### src/cfso_pkg.sv
package cfso_pkg;
    localparam int unsigned cfso_enable_bit_pos = 0;
    localparam logic [3:0] cfso_ctrl_reset = 4'h0;
    localparam logic [3:0] cfso_nibble_zero = 4'h0;
    localparam logic [1:0] cfso_imm_cycles = 2'h2;
    localparam logic [1:0] cfso_one_cycle = 2'h1;

    typedef enum logic [3:0] {
        cfso_op_none = 4'h1,
        cfso_op_acc_eq_imm = 4'h2,
        cfso_op_acc_eq_mem = 4'h4,
        cfso_op_ext0_flag = 4'h8
    } cfso_op_t;

    typedef struct packed {
        logic valid;
        cfso_op_t op;
        logic [3:0] imm;
        logic two_word;
    } cfso_instr_t;

    typedef struct packed {
        logic [3:0] acc;
        logic [3:0] mem_nibble;
        logic [3:0] int_control_reg;
        logic ext0_request_flag;
    } cfso_state_t;
endpackage

### src/cfso_skip_ops.sv
module cfso_skip_ops
    import cfso_pkg::*;
(
    input wire logic clk_sys,
    input wire logic rst,
    input wire cfso_instr_t instr,
    input wire cfso_state_t core,
    output logic instr_busy,
    output logic suppress,
    output logic skip_pending,
    output logic ext0_flag_clear
);
    typedef enum logic [2:0] {
        cfso_st_idle = 3'b001,
        cfso_st_imm2 = 3'b010,
        cfso_st_skip = 3'b100
    } cfso_st_t;

    cfso_st_t state;
    logic [3:0] imm_hold;
    logic [1:0] skip_count;
    logic ext0_enable;
    logic take_new;
    logic next_skip;
    logic [1:0] next_skip_cycles;

    assign ext0_enable = core.int_control_reg[cfso_enable_bit_pos];
    assign take_new = instr.valid && (state == cfso_st_idle);
    assign instr_busy = (state == cfso_st_imm2);
    assign suppress = instr.valid && (state == cfso_st_skip);

    always_comb begin
        next_skip = 1'b0;
        next_skip_cycles = cfso_one_cycle;
        if (state == cfso_st_imm2) begin
            next_skip = (core.acc == imm_hold);
        end else if (take_new) begin
            unique case (instr.op)
                cfso_op_acc_eq_mem: next_skip = (core.acc == core.mem_nibble);
                cfso_op_ext0_flag: next_skip = !ext0_enable && core.ext0_request_flag;
                cfso_op_acc_eq_imm: next_skip = 1'b0;
                cfso_op_none: next_skip = 1'b0;
                default: next_skip = 1'b0;
            endcase
        end
        if (instr.two_word) begin
            next_skip_cycles = cfso_imm_cycles;
        end
    end

    always_ff @(posedge clk_sys) begin
        if (rst) begin
            ext0_flag_clear <= 1'b0;
        end else begin
            ext0_flag_clear <= take_new && (instr.op == cfso_op_ext0_flag) && !ext0_enable;
        end
    end

    always_ff @(posedge clk_sys) begin
        if (rst) begin
            imm_hold <= cfso_nibble_zero;
        end else if (take_new && instr.op == cfso_op_acc_eq_imm) begin
            imm_hold <= instr.imm;
        end
    end

    always_ff @(posedge clk_sys) begin
        if (rst) begin
            state <= cfso_st_idle;
            skip_count <= 2'h0;
            skip_pending <= 1'b0;
        end else begin
            unique case (state)
                cfso_st_idle: begin
                    if (take_new && instr.op == cfso_op_acc_eq_imm) begin
                        state <= cfso_st_imm2;
                    end else if (next_skip) begin
                        state <= cfso_st_skip;
                        skip_pending <= 1'b1;
                    end
                end
                cfso_st_imm2: begin
                    if (next_skip) begin
                        state <= cfso_st_skip;
                        skip_pending <= 1'b1;
                    end else begin
                        state <= cfso_st_idle;
                    end
                end
                cfso_st_skip: begin
                    if (instr.valid) begin
                        if (skip_count == 2'h0 && next_skip_cycles == cfso_imm_cycles) begin
                            skip_count <= 2'h1;
                        end else begin
                            skip_count <= 2'h0;
                            state <= cfso_st_idle;
                            skip_pending <= 1'b0;
                        end
                    end
                end
            endcase
        end
    end
endmodule // cfso_skip_ops

### config.mk
export PLATFORM = sky130hd
export DESIGN_NAME = cfso_skip_ops
export DESIGN_NICKNAME = d
export VERILOG_FILES = /design/src/cfso_pkg.sv /design/src/cfso_skip_ops.sv
export SDC_FILE = /design/constraint.sdc
export NUM_CORES = 1
export LEC_CHECK = 0
export BUFFER_PORTS_ARGS = -buffer_cell sky130_fd_sc_hd__buf_2
export CORE_MARGIN = 2
export CORE_UTILIZATION = 35
export CTS_CLUSTER_DIAMETER = 200
export DETAILED_ROUTE_END_ITERATION = 12
export GPL_TIMING_DRIVEN = 0
export PLACE_DENSITY = 0.76
export SYNTH_ARGS = -nofsm -noshare
export SYNTH_HDL_FRONTEND = slang
export SYNTH_SLANG_ARGS = --single-unit
### constraint.sdc
create_clock -name clk_sys -period 3.64 [get_ports clk_sys]
set_input_delay 0.728 -clock clk_sys [delete_from_list [all_inputs] [get_ports clk_sys]]
set_output_delay 0.728 -clock clk_sys [all_outputs]
set_load 0.1 [all_outputs]
==> impl_metrics.py <==
metrics = {
    "clock_tree": {
        "cts_buffers": 3,
        "path_clk_slew_ns": 0.06,
        "clk_path_buf_depth": 2,
        "clock_latency_ns": 0.26,
        "cts_max_level": 1,
        "cts_tree": "yes",
        "clock_sink_count": 10,
        "cts_resized": 0,
        "cts_root_buf": "clkbuf_4",
        "post_cts.repair.setup_buffers": 0,
        "cts-hold-fix-buffers": 0,
    },
    "detailed_routing": {
        "drc": 0,
        "viasPerCell": 5.40,
        "routedWlPerCell_um": 11.3,
        "firstDrtPassIters": 4,
        "routed_wl_mm": 1.16,
        "drt_iter0_markers": 13,
        "vias": 556,
        "ant_nets": 0,
    },
    "pwr": {
        "powerDensity_nw_per_um2": 336,
        "leakage_uw": 0.000352,
        "p_sw_frac": 0.270,
        "clkPwrFrac": 0.308,
        "internal-power_uw": 175,
        "switching_power_uw": 64.5,
        "pwr-share-seq": 0.494,
        "combPwrFrac": 0.199,
        "ir_worst_vdd_v": 0.000252,
    },
    "global_route": {
        "grt_max_degree": 11,
        "grt_pass1_wl_mm": 1.96,
        "antenna_found_initial": 0,
        "grtUsageTotal": 0.138,
        "grt_pass1_vias": 503,
        "gr-total-overflow": 0,
    },
    "yosys": {
        "ys_seq_elements": 10,
        "avgSynthCellArea_um2": 9.15,
        "synth_cells": 60,
        "synth_nets": 85,
        "synth.distinct_cells": 26,
        "syn_area_um2": 549,
        "seq_area_frac_synth": 0.364,
        "yosysWarningCount": 0,
    },
    "worst_setup_path": {
        "crit_required_ns": 2.91,
        "worstPathCellList": "buf_2, and4bb_1, buf_2",
        "cp_slowest_cell": "buf_2",
        "critPathBufInv": 2,
        "path_common_cell": "buf_2",
        "path_max_fanout": 4,
        "max_stage_delay_ns": 0.45,
        "startpoint_type": "primary input",
        "critical_path.top_delay_family": "buffers and inverters",
        "critPathCaptureType": "primary output",
        "arrival_ns": 1.57,
        "worstSetupPathType": "in -> out",
    },
    "hold_path": {
        "min_path_type": "reg -> reg",
    },
    "timing": {
        "finClkSkew_ns": 0.00447,
        "timing.final.ws_setup_ns": 1.34,
        "tns_ns": 0,
        "timing.final.hold_violations": 0,
        "fin_crit_sh": 0.631,
        "setup_viol": 0,
        "clock.fmax_mhz": 435,
        "whs_ns": 0.517,
        "fin_crit_ns": 2.30,
        "max_slew_margin": 0.679,
        "rsz0062_at_grt": "no",
        "slew_viol_final": 0,
        "tightest_slew_ns": 0.484,
    },
    "layout": {
        "antenna_cells": 0,
        "final_cell_count_no_fill": 103,
        "layout_common_cells": "buf_2 (24), dfxtp_1 (10), nor2_1 (7)",
        "drive_gt1_frac": 0.333,
        "fillers": 153,
        "mostFrequentLayoutCell": "buf_2",
        "fin_nets": 114,
        "final_util": 0.478,
        "syn_to_final_growth_pct": 29.6,
    },
    "floorplan": {
        "core_area_um2": 1490,
        "start_util": 0.369,
        "rows": 14,
        "die_w_um": 43.6,
        "die_area_um2": 1900,
        "top_level_ports": 29,
        "die_y_um": 43.6,
    },
    "outcome": {
        "outcome": "finished clean",
    },
    "placed_design": {
        "pre_cts_slack_ns": 1.35,
        "place_inst": 100,
        "hpwl_um": 977,
        "port_buffers": 24,
        "gp_congestion": 0.745,
    },
    "flow_run": {
        "cap_violations": 0,
    },
}
==> cells by family (layout without fill, tap and decap cells) <==
group / Yosys count / in the layout / share of synthesized area
AND/OR/NAND/NOR: 25 / 25 / 0.278
flip-flops: 10 / 10 / 0.364
AO/OA/AOI/OAI: 8 / 8 / 0.109
XOR/XNOR: 8 / 8 / 0.128
multiplexers: 5 / 5 / 0.0934
buffers and inverters: 4 / 31 / 0.0273
==> routing by layer <==
layer | vias up | GRT usage | share of wire
met5 | - | 0 | 0
met4 | 0 | 0.0727 | 0.011
met3 | 2 | 0.0417 | 0.080
met2 | 26 | 0.247 | 0.52
met1 | 252 | 0.143 | 0.39
li1 | 276 | - | -
==> path summary, 6_finish.rpt <==
check / start / end / slack, ns / cells after the start
setup / recovery: instr[9] / suppress / 1.34 / 3
hold / removal: imm_hold[2] / imm_hold[2] / 0.52 / 2
setup reg to reg: state[1] / imm_hold[0] / 2.17 / 4
hold reg to reg: imm_hold[2] / imm_hold[2] / 0.52 / 2
==> cell usage after synthesis <==
cell,instances,share of area
a211oi_1,1,0.014
a21oi_1,1,0.0091
a221o_1,1,0.018
a221oi_1,1,0.016
a31oi_1,1,0.011
and4b_1,1,0.018
and4bb_1,1,0.023
clkbuf_1,1,0.0068
dfxtp_1,10,0.36
inv_1,3,0.020
mux2_2,1,0.020
mux2i_1,4,0.073
nand2_1,1,0.0068
nand2b_1,2,0.023
nand3_1,3,0.027
nand4_1,3,0.034
nor2_1,7,0.048
nor2b_1,2,0.023
nor3b_1,3,0.041
nor3b_2,1,0.023
nor4_1,1,0.011
o21a_1,1,0.014
o22ai_1,1,0.011
o41ai_1,1,0.016
xnor2_1,4,0.064
xor2_1,4,0.064
==> final cells by class <==
type	instances	area (um^2)	area share
timing repair buffer	24	120	0.169
tap	16	20.0	0.0281
sequential	10	200	0.281
clock buffer	3	22.5	0.0316
multi-input combinational	46	334	0.469
inverter	3	11.3	0.0158
buffer	1	3.75	0.00527
==> power by group through the flow <==
stage	logic [uW]	clock network (uW)	registers, uW
2_1_floorplan	28.2	0	121
3_3_place_gp	46.3	0	120
3_5_place_dp	47.8	0	120
4_1_cts	47.9	76.0	118
5_1_grt	52.4	85.8	119
6_report	47.5	73.5	118
==> state kept, by name (all words and copies together), names as in the netlist <==
signal,count
imm_hold,4
state,3
ext0_flag_clear,1
skip_count,1
skip_pending,1
==> worst min-delay path, stage by stage, from the launching register on <==
cell and delay (ns):
dfxtp_1 0.34, mux2i_1 0.07, nor2_1 0.07
==> metrics by stage <==
| stage | area, um^2 | power [uW] |
|---|---|---|
| after CTS | 712 | 242 |
| after detailed placement | 689 | 168 |
| after global placement | 689 | 166 |
| after global routing | 712 | 257 |
| final | 712 | 239 |
| after floorplan | 549 | 149 |
(Power assumes the default switching activity.)
